<file path="src/verilog/lvi_pkg.sv">
// constants shared by the supply monitor control and its delay unit
package lvi_pkg;

    // ========================================================
    // timing
    localparam int CLK_PERIOD_NS     = 25;
    localparam int IRQ_SET_DELAY_NS  = 15000;
    localparam int IRQ_SET_DELAY_CYC = (IRQ_SET_DELAY_NS + CLK_PERIOD_NS - 1) / CLK_PERIOD_NS;

    // ========================================================
    // register byte offsets
    localparam logic [7:0] ADR_CTRL    = 8'h00;
    localparam logic [7:0] ADR_IRQ_CTL = 8'h04;
    localparam logic [7:0] ADR_GROUP   = 8'h08;
    localparam logic [7:0] ADR_STATUS  = 8'h0C;
    localparam logic [7:0] ADR_MASK    = 8'h10;

    // ========================================================
    // field positions
    localparam int CTRL_FLAG_BIT    = 5;
    localparam int CTRL_ON_BIT      = 4;
    localparam int THR_LSB          = 0;
    localparam int THR_W            = 3;
    localparam int IEN_BIT          = 0;
    localparam int GIE_BIT          = 1;
    localparam int SFLAG_BIT        = 2;
    localparam int GROUP_W          = 5;
    localparam int GROUP_LSB        = 0;
    localparam int SUPPLY_GROUP_BIT = 1;
    localparam int ST_SUPPLY_BIT    = 0;
    localparam int ST_WAKE_BIT      = 1;
    localparam int ST_W             = 2;

    // ========================================================
    // values after reset
    localparam logic             DET_ON_RST = 1'b0;
    localparam logic [THR_W-1:0] THR_RST    = 3'h0;
    localparam logic             IEN_RST    = 1'b0;
    localparam logic             GIE_RST    = 1'b0;
    localparam logic             SFLAG_RST  = 1'b0;
    localparam logic [GROUP_W-1:0] GROUP_RST = 5'h00;
    localparam logic [ST_W-1:0]  STATUS_RST = 2'h0;
    localparam logic [ST_W-1:0]  MASK_RST   = 2'h0;

endpackage

</file>
<file path="src/verilog/lvi_dly_if.sv">
// carrier between the register block and the irq delay unit
interface lvi_dly_if;
    logic det_on;
    logic flag_sync;
    logic fire;

    modport ctl (
        output det_on,
        input  flag_sync,
        input  fire
    );

    modport dly (
        input  det_on,
        output flag_sync,
        output fire
    );
endinterface

</file>
<file path="src/verilog/lvi_delay.sv">
// comparator synchroniser and irq set delay counter
module lvi_delay #(
    parameter int DELAY_CYC = lvi_pkg::IRQ_SET_DELAY_CYC
) (
    input  wire logic clk_i,
    input  wire logic rst_i,
    input  wire logic cmp_i,
    lvi_dly_if.dly    dly
);

    localparam int CW = $clog2(DELAY_CYC + 1);
    localparam logic [CW-1:0] LAST = CW'(DELAY_CYC - 1);

    typedef struct packed {
        logic          sync1;
        logic          sync2;
        logic          prev;
        logic          armed;
        logic [CW-1:0] cnt;
        logic          fire;
    } lvi_dly_state_t;

    lvi_dly_state_t s_r;
    lvi_dly_state_t s_nxt;

    // ========================================================
    // next state
    always_comb begin
        s_nxt       = s_r;
        s_nxt.sync1 = cmp_i;
        s_nxt.sync2 = s_r.sync1;
        // no filter: every edge of the synced level counts
        s_nxt.prev  = s_r.sync2;
        s_nxt.fire  = 1'b0;
        if (!dly.det_on || !s_r.sync2) begin
            // a low that ends before the delay raises nothing
            s_nxt.armed = 1'b0;
        end else if (!s_r.prev) begin
            s_nxt.armed = 1'b1;
            s_nxt.cnt   = '0;
        end else if (s_r.armed) begin
            if (s_r.cnt == LAST) begin
                s_nxt.fire  = 1'b1;
                s_nxt.armed = 1'b0;
            end else begin
                s_nxt.cnt = s_r.cnt + CW'(1);
            end
        end
    end

    // ========================================================
    // state register
    always_ff @(posedge clk_i) begin
        if (rst_i) begin
            s_r <= '0;
        end else begin
            s_r <= s_nxt;
        end
    end

    assign dly.flag_sync = s_r.sync2;
    assign dly.fire      = s_r.fire;

endmodule

</file>
<file path="src/verilog/lvi_top.sv">
// supply monitor control register, irq flag and wake logic
//
// What this block does
// - bit 5 of control reads high while supply sits below threshold and detector_on bit 4 is set.
// - detector_on bit 4 powers the detector; zero switches it off.
// - three-bit threshold field stored; every code means the same 3.6V level.
// - control bits 7, 6 and 3 read as zero.
// - reference enable follows detector use automatically.
// - flag follows comparator edges unfiltered, even when it toggles.
// - irq request flag sets a fixed delay after flag rises.
// - detector keeps running in sleep; a drop still sets the irq flag.
// - any request flag rising wakes sleep, enables ignored.
// - a set request flag stays until serviced or cleared by software.
// - service clears only group flags; source flag needs a software clear.
// - interrupt entry pushes only the program counter.
// - interrupt return sets global enable again.
// - plain return leaves global enable cleared.
// - vector branch needs global enable, source enable and stack not full.
module lvi_top #(
    parameter int DELAY_CYC = lvi_pkg::IRQ_SET_DELAY_CYC
) (
    input  wire logic        clk_i,
    input  wire logic        rst_i,
    input  wire logic        cyc_i,
    input  wire logic        stb_i,
    input  wire logic        we_i,
    input  wire logic [7:0]  adr_i,
    input  wire logic [3:0]  sel_i,
    input  wire logic [31:0] dat_i,
    output logic      [31:0] dat_o,
    output logic             ack_o,
    input  wire logic        cmp_i,
    input  wire logic        sleep_i,
    input  wire logic        stack_full_i,
    input  wire logic        service_i,
    input  wire logic [4:0]  service_group_i,
    input  wire logic        interrupt_return_instr_i,
    input  wire logic [4:0]  group_evt_i,
    output logic             det_pwr_o,
    output logic             ref_en_o,
    output logic      [2:0]  threshold_o,
    output logic             vector_req_o,
    output logic             push_pc_o,
    output logic             wake_o,
    output logic             irq_o
);

    localparam int GW = lvi_pkg::GROUP_W;
    localparam int SW = lvi_pkg::ST_W;
    localparam int TW = lvi_pkg::THR_W;

    typedef struct packed {
        logic          ack;
        logic [31:0]   rdata;
        logic          det_on;
        logic [TW-1:0] thr;
        logic          ien;
        logic          gie;
        logic          sflag;
        logic [GW-1:0] group;
        logic [SW-1:0] status;
        logic [SW-1:0] mask;
        logic          vreq;
        logic          push;
        logic          wake;
        logic          irq;
    } lvi_state_t;

    lvi_state_t s_r;
    lvi_state_t s_nxt;

    lvi_dly_if dly_bus ();

    // ========================================================
    // delay unit
    lvi_delay #(
        .DELAY_CYC (DELAY_CYC)
    ) u_delay (
        .clk_i (clk_i),
        .rst_i (rst_i),
        .cmp_i (cmp_i),
        .dly   (dly_bus.dly)
    );

    // detector stays on through sleep; the det_on path never looks at sleep_i
    assign dly_bus.det_on = s_r.det_on;

    // ========================================================
    // read decode
    function automatic logic [31:0] rd_word(
        input logic [7:0] adr,
        input lvi_state_t s,
        input logic       low
    );
        logic [31:0] w;
        w = '0;
        unique case (adr)
            lvi_pkg::ADR_CTRL: begin
                // bits 7, 6 and 3 stay zero
                w[lvi_pkg::CTRL_FLAG_BIT] = low;
                w[lvi_pkg::CTRL_ON_BIT]   = s.det_on;
                w[lvi_pkg::THR_LSB +: TW] = s.thr;
            end
            lvi_pkg::ADR_IRQ_CTL: begin
                w[lvi_pkg::IEN_BIT]   = s.ien;
                w[lvi_pkg::GIE_BIT]   = s.gie;
                w[lvi_pkg::SFLAG_BIT] = s.sflag;
            end
            lvi_pkg::ADR_GROUP: begin
                w[lvi_pkg::GROUP_LSB +: GW] = s.group;
            end
            lvi_pkg::ADR_STATUS: begin
                w[SW-1:0] = s.status;
            end
            lvi_pkg::ADR_MASK: begin
                w[SW-1:0] = s.mask;
            end
            default: begin
                // unmapped offsets answer with zero
                w = '0;
            end
        endcase
        return w;
    endfunction

    // ========================================================
    // next state
    logic       req;
    logic       wr;
    logic [7:0] wd;
    logic       low;
    logic       rise;

    always_comb begin
        s_nxt      = s_r;
        s_nxt.ack  = 1'b0;
        s_nxt.push = 1'b0;
        s_nxt.wake = 1'b0;

        // ack drops the cycle after it is given, so one request, one ack
        req = cyc_i && stb_i && !s_r.ack;
        wr  = req && we_i && sel_i[0];
        wd  = dat_i[7:0];

        // meaningless while the detector is unpowered, so masked there
        low = dly_bus.flag_sync && s_r.det_on;

        // ----------------------------------------------------
        // bus answer
        if (req) begin
            s_nxt.ack   = 1'b1;
            s_nxt.rdata = rd_word(adr_i, s_r, low);
        end

        // ----------------------------------------------------
        // software writes
        if (wr) begin
            unique case (adr_i)
                lvi_pkg::ADR_CTRL: begin
                    s_nxt.det_on = wd[lvi_pkg::CTRL_ON_BIT];
                    // all codes give one level; kept for read back
                    s_nxt.thr = wd[lvi_pkg::THR_LSB +: TW];
                end
                lvi_pkg::ADR_IRQ_CTL: begin
                    s_nxt.ien = wd[lvi_pkg::IEN_BIT];
                    s_nxt.gie = wd[lvi_pkg::GIE_BIT];
                    // a write of one pre-sets the flag; a supply drop still wakes unless supply group bit 1 is set too
                    s_nxt.sflag = wd[lvi_pkg::SFLAG_BIT];
                end
                lvi_pkg::ADR_GROUP: begin
                    s_nxt.group = s_r.group & ~wd[lvi_pkg::GROUP_LSB +: GW];
                end
                lvi_pkg::ADR_STATUS: begin
                    s_nxt.status = s_r.status & ~wd[SW-1:0];
                end
                lvi_pkg::ADR_MASK: begin
                    s_nxt.mask = wd[SW-1:0];
                end
                default: begin
                    s_nxt.mask = s_nxt.mask;
                end
            endcase
        end

        // ----------------------------------------------------
        // interrupt entry and return
        if (service_i) begin
            s_nxt.gie = 1'b0;
            // only the program counter goes to the stack
            s_nxt.push = 1'b1;
            // group flags clear; the source flag sflag is left alone
            s_nxt.group = s_nxt.group & ~service_group_i;
        end
        // besides a software write, gie is raised only here, so a plain return leaves it low
        if (interrupt_return_instr_i) begin
            s_nxt.gie = 1'b1;
        end

        // ----------------------------------------------------
        // hardware sets win over any clear in the same cycle
        s_nxt.group = s_nxt.group | group_evt_i;
        if (dly_bus.fire) begin
            s_nxt.sflag = 1'b1;
            s_nxt.group[lvi_pkg::SUPPLY_GROUP_BIT] = 1'b1;
            s_nxt.status[lvi_pkg::ST_SUPPLY_BIT]   = 1'b1;
        end

        // ----------------------------------------------------
        // wake on any request flag going high, enables not looked at
        rise = |({s_nxt.sflag, s_nxt.group} & ~{s_r.sflag, s_r.group});
        if (sleep_i && rise) begin
            s_nxt.wake = 1'b1;
            s_nxt.status[lvi_pkg::ST_WAKE_BIT] = 1'b1;
        end

        // ----------------------------------------------------
        // vector branch request
        s_nxt.vreq = s_nxt.gie && s_nxt.ien && !stack_full_i &&
                     s_nxt.group[lvi_pkg::SUPPLY_GROUP_BIT];

        s_nxt.irq = |(s_nxt.status & s_nxt.mask);
    end

    // ========================================================
    // state register
    always_ff @(posedge clk_i) begin
        if (rst_i) begin
            s_r.ack    <= 1'b0;
            s_r.rdata  <= '0;
            s_r.det_on <= lvi_pkg::DET_ON_RST;
            s_r.thr    <= lvi_pkg::THR_RST;
            s_r.ien    <= lvi_pkg::IEN_RST;
            s_r.gie    <= lvi_pkg::GIE_RST;
            s_r.sflag  <= lvi_pkg::SFLAG_RST;
            s_r.group  <= lvi_pkg::GROUP_RST;
            s_r.status <= lvi_pkg::STATUS_RST;
            s_r.mask   <= lvi_pkg::MASK_RST;
            s_r.vreq   <= 1'b0;
            s_r.push   <= 1'b0;
            s_r.wake   <= 1'b0;
            s_r.irq    <= 1'b0;
        end else begin
            s_r <= s_nxt;
        end
    end

    // ========================================================
    // outputs, each straight from a flop
    assign dat_o        = s_r.rdata;
    assign ack_o        = s_r.ack;
    assign det_pwr_o    = s_r.det_on;
    // reference needs no software bit of its own
    assign ref_en_o     = s_r.det_on;
    assign threshold_o  = s_r.thr;
    assign vector_req_o = s_r.vreq;
    assign push_pc_o    = s_r.push;
    assign wake_o       = s_r.wake;
    assign irq_o        = s_r.irq;

endmodule
</file>
<file path="config.mk">
export PLATFORM = sky130hd
export DESIGN_NAME = lvi_top
export DESIGN_NICKNAME = d
export VERILOG_FILES = /design/src/verilog/lvi_pkg.sv /design/src/verilog/lvi_dly_if.sv /design/src/verilog/lvi_delay.sv /design/src/verilog/lvi_top.sv
export SDC_FILE = /design/constraint.sdc
export NUM_CORES = 1
export LEC_CHECK = 0
export BUFFER_PORTS_ARGS = -buffer_cell sky130_fd_sc_hd__buf_2
export CORE_UTILIZATION = 43
export DETAILED_ROUTE_END_ITERATION = 10
export GPL_ROUTABILITY_DRIVEN = 0
export PLACE_DENSITY = 0.75
export SETUP_SLACK_MARGIN = 0.3
export SYNTH_ARGS = -nofsm -noshare
export SYNTH_HDL_FRONTEND = slang
export SYNTH_HIERARCHICAL = 1
export SYNTH_SLANG_ARGS = --single-unit
</file>
<file path="constraint.sdc">
create_clock -name clk_i -period 1.85 [get_ports clk_i]
set_input_delay 0.0925 -clock clk_i [delete_from_list [all_inputs] [get_ports clk_i]]
set_output_delay 0.0925 -clock clk_i [all_outputs]
set_load 0.1 [all_outputs]
</file>
# Yosys cells after proc, flatten, opt, wreduce, memory -nomap -nowiden

Index checks and enable logic that the tools add are counted.

Flip-flop bits (word level): 42
Bits of input ports: 64
Output and inout bits: 42
Logic and storage cells: 87

Add/sub/neg operators: 1
Reduce and logical (&&, ||, !) cells: 21
Multiplexer cells: 25
Bitwise logic cells: 13
Equality and inequality tests: 7

Operator list:

| cell                                                             | number |
|---|---|
| 33-bit 2-to-1 mux                                                | 1 |
| 12-bit 2-to-1 mux                                                | 2 |
| 8-bit by 4-bit == test with 1-bit output (second input constant) | 2 |
| 1-bit 2-to-1 mux                                                 | 12 |
| 11-bit 2-to-1 mux                                                | 1 |
| 10-bit by 1-bit adder with 10-bit output (second input constant) | 1 |
| 5-bit AND                                                        | 2 |
| 10-bit == test (second input constant)                           | 1 |
| 10-bit 2-to-1 mux                                                | 1 |
| 5-bit 2-to-1 mux                                                 | 2 |
| 5-bit inverter                                                   | 2 |
| 2-bit case mux with 5 select lines                               | 1 |
| 1-bit logical AND                                                | 9 |
| 8-bit by 3-bit == test with 1-bit output (second input constant) | 1 |
| 8-bit by 5-bit == test with 1-bit output (second input constant) | 1 |
| 8-bit logical NOT                                                | 1 |
| 6-bit AND                                                        | 1 |
| 6-bit inverter                                                   | 1 |
| 6-bit OR reduction                                               | 1 |
| 5-bit OR                                                         | 1 |
| 2-bit AND                                                        | 2 |
| 1-bit logical NOT                                                | 4 |
| 2-bit 2-to-1 mux                                                 | 2 |
| 2-bit != test (second input constant)                            | 2 |
| 10 further kinds                                                 | 13 |

# Longest topological paths before layout

Gate-level depths: netlist of the first run.

Word-level depth: 15
Mapped depth: 6
Gate-level depth less buffers: 5

# Hierarchy

The synthesis of the first run kept the hierarchy.

By module, submodules not included:

| module    | cells each | times used | area an instance (um^2) | sequential area each (um^2) |
|---|---|---|---|---|
| lvi_top   | 183        | 1          | 1597.8                  | 540.5 |
| lvi_delay | 91         | 1          | 804.5                   | 300.3 |

# Worst setup path after synthesis of the first run

OpenSTA, ideal clock, no wires.

Path type: register -> register
Start: register s_r, in the netlist ack_o
End: register s_r, in the netlist vector_req_o
Path buffers: 0
Arrival time: 2.179 ns
Clock period less this slack: 2.294 ns
Stages on the path, launching flop included: 6
Setup slack: -0.444 ns
Required time: 1.735 ns
Setup time: 0.115 ns
Cells stage by stage: dfxtp_1 nand3b_4 or4b_2 nor3_2 a311oi_1 and3_1

Longest elaborated chain between the ends: 10
Elaborated cells between the ends (all ways): 14
Those cells by class: 5 x mux; 2 x bitwise; 7 x reduce/logical

RTL lines:

| element                                               | RTL line                       | RTL |
|---|---|---|
| start: declaration                                    | lvi_top.sv:69                  | `lvi_state_t s_r;` |
| start signal: assignment                              | lvi_top.sv:243                 | `s_r <= s_nxt;` |
| 1-bit logical NOT *                                   | lvi_top.sv:141                 | `req = cyc_i && stb_i && !s_r.ack;` |
| 1-bit logical AND *                                   | lvi_top.sv:141                 |  |
| 1-bit logical AND * (2 in a row)                      | lvi_top.sv:142                 | `wr = req && we_i && sel_i[0];` |
| 12-bit 2-to-1 mux *                                   | lvi_top.sv:157                 | `if (wr) begin` |
| 5-bit AND or 1-bit 2-to-1 mux (tied branches)         | lvi_top.sv:192, lvi_top.sv:187 |  |
| 5-bit 2-to-1 mux or 1-bit 2-to-1 mux (tied branches)  | lvi_top.sv:187, lvi_top.sv:195 |  |
| 5-bit OR or 1-bit logical AND (tied branches)         | lvi_top.sv:201, lvi_top.sv:218 |  |
| 1-bit 2-to-1 mux or 1-bit logical AND (tied branches) | lvi_top.sv:202, lvi_top.sv:218 |  |
| 1-bit logical AND *                                   | lvi_top.sv:218                 | `s_nxt.vreq = s_nxt.gie && s_nxt.ien && !stack_full_i &&` |

Mark *: on every way between the ends. The rest lies on a longest branch, timed or not.
A chain may end at the register's enable or synchronous reset.

# Worst setup path after layout of the first run

Ends and elaborated chain as after synthesis.

==> results of run 1 <==
[power by group]
group	switching (mW)	internal [mW]	total [mW]
Clock	0.339	0.266	0.605
Combinational	0.339	0.0821	0.421
Sequential	0.0153	0.914	0.929
[placed cells by master (no fill, tap or decap), types with 4 or more instances in the layout]
cell type  netlist  layout
buf_2            5      49
dfxtp_1         42      32
conb_1           1      26
nand2_1         24      22
nor2_1          21      20
a21oi_1         16      16
buf_4           38      15
nor2b_1         11      11
mux2i_1         10      10
inv_1            8       8
a31oi_1          6       6
dfxtp_4          0       5
clkbuf_8         0       5
dfxtp_2          0       5
o21ba_2          4       4
nor3_1           4       4
nand4_1          4       4
[cell type report]
| class | count | area [um^2] | share of cell area |
|---|---|---|---|
| timing repair buffer | 68 | 402 | 0.139 |
| inverter | 8 | 30.0 | 0.0104 |
| clock inverter | 3 | 20.0 | 0.00693 |
| clock buffer | 5 | 68.8 | 0.0238 |
| tap | 70 | 87.6 | 0.0303 |
| multi-input combinational | 200 | 1420 | 0.490 |
| sequential | 42 | 866 | 0.300 |
[timing repair]
item / 4_1_cts / 5_1_grt
setup buffers: 5 / 3
gates cloned: 0 / 0
resized for setup: 13 / 18
endpoints found under the hold margin: 1 / 0
pin swaps: 8 / 9
endpoints found under the setup margin: 16 / 29
hold buffers: 1 / 0
[worst min-delay path by stage]
stage,startpoint,to,slack [ps],cells past startpoint
global placement,cmp_i,u_delay/s_nxt[13],300,2
finish,group_evt_i[3],s_r[11],30,2
detailed placement,cmp_i,u_delay/s_nxt[13],310,2
CTS,group_evt_i[3],s_r[11],20,2
global route,group_evt_i[4],s_r[12],30,2
floorplan,rst_i,push_pc_o,160,1
[registers in the layout (all words and copies together), names as in the netlist]
signal                 cells
s_r                       12
u_delay/s_r               12
dat_o                      6
threshold_o                3
ack_o                      1
det_pwr_o                  1
irq_o                      1
push_pc_o                  1
u_delay/dly.fire           1
u_delay/dly.flag_sync      1
u_delay/s_nxt              1
vector_req_o               1
wake_o                     1
[critical path, delay by kind of cell (launching register included)]
family	cells	cell delay (ps)
AND/OR/NAND/NOR	4	1140
AO/OA/AOI/OAI	1	140
flip-flops	1	340
[per-stage QoR]
step	utilization	power (mW)	hold slack [ps]	setup TNS (ps)	cell area, um^2
2_1_floorplan	-	1.33	164	0	2540
3_3_place_gp	0.498	1.36	305	-87.6	2610
3_5_place_dp	0.498	1.36	307	-126	2610
4_1_cts	0.530	1.96	20.2	0	2780
5_1_grt	0.552	2.03	25.8	0	2890
6_report	0.552	1.95	26.2	0	2890
[cell families (layout without fill, tap and decap cells)]
kind of cell / Yosys count / in the layout / synth area share
multiplexers: 13 / 13 / 0.0651
other: 1 / 26 / 0.00156
AO/OA/AOI/OAI: 55 / 55 / 0.157
buffers and inverters: 57 / 84 / 0.154
adder cells (fa/ha/maj): 1 / 1 / 0.00521
flip-flops: 42 / 42 / 0.350
AND/OR/NAND/NOR: 105 / 105 / 0.267
[routing by layer]
metal,routed length [um],vias up
met5,0,-
met4,52,0
met3,270,5
met2,2280,66
met1,2620,964
li1,-,1024
==> impl_metrics.env, run 1 <==
export IMPL_drtIter0Drc=194
export IMPL_synthCells=274
export IMPL_async_reset_ff_frac=0
export IMPL_cts_tree="yes"
export IMPL_cp_end_kind="flip-flop"
export IMPL_cp_startpoint="ack_o"
export IMPL_num_rows=26
export IMPL_hold_viol=0
export IMPL_drt_wl_total_mm=5.23
export IMPL_synth_top_area_frac=0.350
export IMPL_ios=106
export IMPL_post_synth_cell_area_avg_um2=8.77
export IMPL_critPathLaunchType="flip-flop"
export IMPL_path_cells="nand3b_4 > or4b_4 > nor3_4 > a311oi_1 > and3_1"
export IMPL_chipWidth_um=76.7
export IMPL_yosysMostFrequentCell="dfxtp_1"
export IMPL_leakagePower_nw=1.27
export IMPL_skew_ps=13.3
export IMPL_ant_nets=0
export IMPL_synth_area_leaders="dfxtp_1, buf_4, mux2i_1"
export IMPL_synthFlopType="dfxtp_1"
export IMPL_fin_crit_sh=0.926
export IMPL_setup_viol=0
export IMPL_dp_hpwl_mm=3.69
export IMPL_synth_edf_count=0
export IMPL_clk_pin_slew_ps=90
export IMPL_reg2reg_to="vector_req_o"
export IMPL_fillers=477
export IMPL_layout_drive_gt1_share=0.368
export IMPL_crit_slowest_cell="or4b_4"
export IMPL_core_um2=5240
export IMPL_criticalPathCategory="reg -> reg"
export IMPL_cts_buffers=5
export IMPL_required_ps=2060
export IMPL_ys_seq_elements=42
export IMPL_htreeDepth=2
export IMPL_cap_viol_max_count=0
export IMPL_synth_warnings=6
export IMPL_final_max_slew_viol_count=0
export IMPL_crit_fanout=6
export IMPL_die_area_um2=5890
export IMPL_power_density_nw_per_um2=677
export IMPL_post_drt_wl_per_cell_um=13.2
export IMPL_met2_usage=0.258
export IMPL_top_usage_layer="met1"
export IMPL_yosysUniqueCellTypes=60
export IMPL_synthTopCellsByCount="dfxtp_1, buf_4, nand2_1"
export IMPL_grt_max_degree=21
export IMPL_clock_sinks=42
export IMPL_worst_slew_margin_rel=0.614
export IMPL_root_buffer="clkbuf_8"
export IMPL_fin_crit_ps=1710
export IMPL_grtUsageTotal=0.179
export IMPL_setup_ws_ps=138
export IMPL_netlist_area_um2=2400
export IMPL_status="finished clean"
export IMPL_grt_setup_unrepaired="yes"
export IMPL_cts_max_path_buffers=2
export IMPL_yosys_area_top_type="dfxtp_1"
export IMPL_drt_pass1_iter_count=4
export IMPL_reg2regPathDepth=5
export IMPL_seq_area_frac_synth=0.350
export IMPL_min_path_type="in -> reg"
export IMPL_die_h_um=76.7
export IMPL_area_growth_pct=20.3
export IMPL_grt_pass1_wl_mm=8.47
export IMPL_met1_usage=0.262
export IMPL_fin_cells=396
export IMPL_drc=0
export IMPL_nNetsFinal=390
export IMPL_r2r_slack_ps=140
export IMPL_grt_pass1_vias=1788
export IMPL_start_util=0.459
export IMPL_crit_end="vector_req_o"
export IMPL_vias=2059
export IMPL_dp_cells=379
export IMPL_vias_per_cell=5.20
export IMPL_vdd_drop_max_v=0.000551
export IMPL_worst_pin_slew_ps=578
export IMPL_arrival_ps=1920
export IMPL_placement_setup_worst_slack_ps=-62.0
export IMPL_clock_latency_ps=300
export IMPL_fmax_mhz=584
export IMPL_antenna_found_initial=0
export IMPL_slowest_delay_ps=540
export IMPL_port_buffers=49
export IMPL_num_antenna_cells=0
export IMPL_grt_overflow=0
export IMPL_use_met3=0.0357
export IMPL_r2r_start="ack_o"
(Power assumes the default switching activity.)
==> run 2: changes to the inputs <==
CORE_UTILIZATION = 28   (was 43)
PLACE_DENSITY = 0.52   (was 0.75)
==> run 2 against run 1 <==
Compared with the run above: core utilization fell by 18 points; first-iteration DRC count fell by 8.8%; via count rose by 3.4%; die area rose by 52%; sequential cell count did not move; non-clock buffer count rose by 8; register-to-register slack got worse by 30 ps; global-route usage fell by 3.6 points; sequential power barely moved; clock-buffer cell count did not move; largest power group unchanged.
==> impl_metrics.env, run 2 (synthesis results as in run 1) <==
export IMPL_status="finished clean"
export IMPL_final_area_um2=3050
export IMPL_drtIter0Drc=177
export IMPL_clockPowerShare=0.321
export IMPL_vias=2130
export IMPL_place_area_um2=2680
export IMPL_ant_nets=0
export IMPL_grt_pass1_wl_mm=9.92
export IMPL_setup_viol=0
export IMPL_die_area_um2=8950
export IMPL_core_um2=8260
export IMPL_nNetsFinal=398
export IMPL_critPathLaunchType="flip-flop"
export IMPL_start_util=0.291
export IMPL_final_cell_mix="buf_2, dfxtp_1, conb_1, nand2_1"
export IMPL_grt_max_degree=27
export IMPL_ios=106
export IMPL_chipWidth_um=94.6
export IMPL_p_switching_mw=0.725
export IMPL_layout_drive_gt1_share=0.401
export IMPL_fmax_mhz=573
export IMPL_num_antenna_cells=0
export IMPL_layout_commonest_cell="buf_2"
export IMPL_required_ps=2070
export IMPL_skew_ps=8.38
export IMPL_root_buffer="clkbuf_8"
export IMPL_grt_pass1_vias=2051
export IMPL_die_h_um=94.6
export IMPL_min_path_type="in -> reg"
export IMPL_dp_hpwl_mm=4.21
export IMPL_final_max_slew_viol_count=0
export IMPL_vias_per_cell=4.85
export IMPL_worst_hold_slack_ps=11.2
export IMPL_htreeDepth=2
export IMPL_drt_wl_total_mm=6.11
export IMPL_leakagePower_nw=1.34
export IMPL_power_mw=2.00
export IMPL_grt_setup_unrepaired="yes"
export IMPL_cap_viol_max_count=0
export IMPL_criticalPathCategory="reg -> reg"
export IMPL_clock_latency_ps=310
export IMPL_port_buffers=49
export IMPL_clk_pin_slew_ps=100
export IMPL_drt_pass1_iter_count=4
export IMPL_fin_crit_sh=0.943
export IMPL_grt_overflow=0
export IMPL_p_seq_frac=0.464
export IMPL_cts_max_path_buffers=2
export IMPL_cp_end_kind="flip-flop"
export IMPL_num_rows=33
export IMPL_arrival_ps=1960
export IMPL_cts_tree="yes"
export IMPL_hold_viol=0
export IMPL_fin_crit_ps=1750
export IMPL_grtUsageTotal=0.142
export IMPL_p_int_mw=1.27
export IMPL_cts_buffers=5
export IMPL_antenna_found_initial=0
export IMPL_p_sw_frac=0.363
export IMPL_drc=0
export IMPL_setup_ws_ps=105
export IMPL_combPwrFrac=0.215
export IMPL_crit_fanout=6
export IMPL_fillers=847
export IMPL_placement_setup_worst_slack_ps=-62.7
export IMPL_vdd_drop_max_v=0.000292
export IMPL_r2r_slack_ps=100
export IMPL_area_growth_pct=27.0
export IMPL_clock_sinks=42
export IMPL_post_drt_wl_per_cell_um=13.9
export IMPL_power_density_nw_per_um2=654
-- run 2: changes by cell type in the layout (fill, tap and decap cells not counted), sizes merged --
cell | previous run | this run
inv | 9 | 10
clkinv | 2 | 1
buf | 67 | 75
-- run 2: cell type report --
cell class	instances	area (um^2)	share of cell area
multi-input combinational	200	1440	0.470
inverter	8	30.0	0.00984
clock buffer	5	68.8	0.0226
timing repair buffer	76	488	0.160
clock inverter	3	23.8	0.00779
tap	105	131	0.0431
sequential	42	873	0.286
-- run 2: per-layer routing --
metal / vias up / wire length (um) / GRT usage
met1: 990 / 2990 / 0.192
met3: 6 / 306 / 0.0322
li1: 1050 / - / -
met5: - / 0 / 0
met4: 0 / 83 / 0.0467
met2: 84 / 2730 / 0.223
-- run 2: critical path, cell delays in order, from the launching register on --
cell      delay (ps)
dfxtp_4          350
nand3b_4         150
or4b_4           530
nor3_4           280
a311oi_1         140
and3_1           200
-- run 2: stage by stage --
step	std cells	utilization	setup TNS, ps
2_1_floorplan	299	-	0
3_3_place_gp	416	0.325	-118
3_5_place_dp	416	0.325	-147
4_1_cts	432	0.353	0
5_1_grt	439	0.369	0
6_report	439	0.369	0
-- run 2: timing repair --
action	4_1_cts	5_1_grt
hold buffers	1	0
resized for setup	21	22
setup buffers	7	7
endpoints found under the setup margin	20	28
endpoints found under the hold margin	1	0
pin swaps	12	16
-- run 2: worst paths after layout --
path                                        start  cells past startpoint               endpoint
worst max-delay path                        ack_o                      5           vector_req_o
worst min register to register  u_delay/s_nxt[13]                      1  u_delay/dly.flag_sync
worst max register to register              ack_o                      5           vector_req_o
worst min-delay path               group_evt_i[3]                      2                s_r[11]
-- run 2: power groups by stage --
stage	Clock [mW]	Sequential (mW)	Combinational, mW
global route	0.699	0.928	0.453
floorplan	0	0.972	0.356
detailed placement	0	0.954	0.416
global placement	0	0.954	0.415
finish	0.641	0.926	0.429
CTS	0.653	0.929	0.422
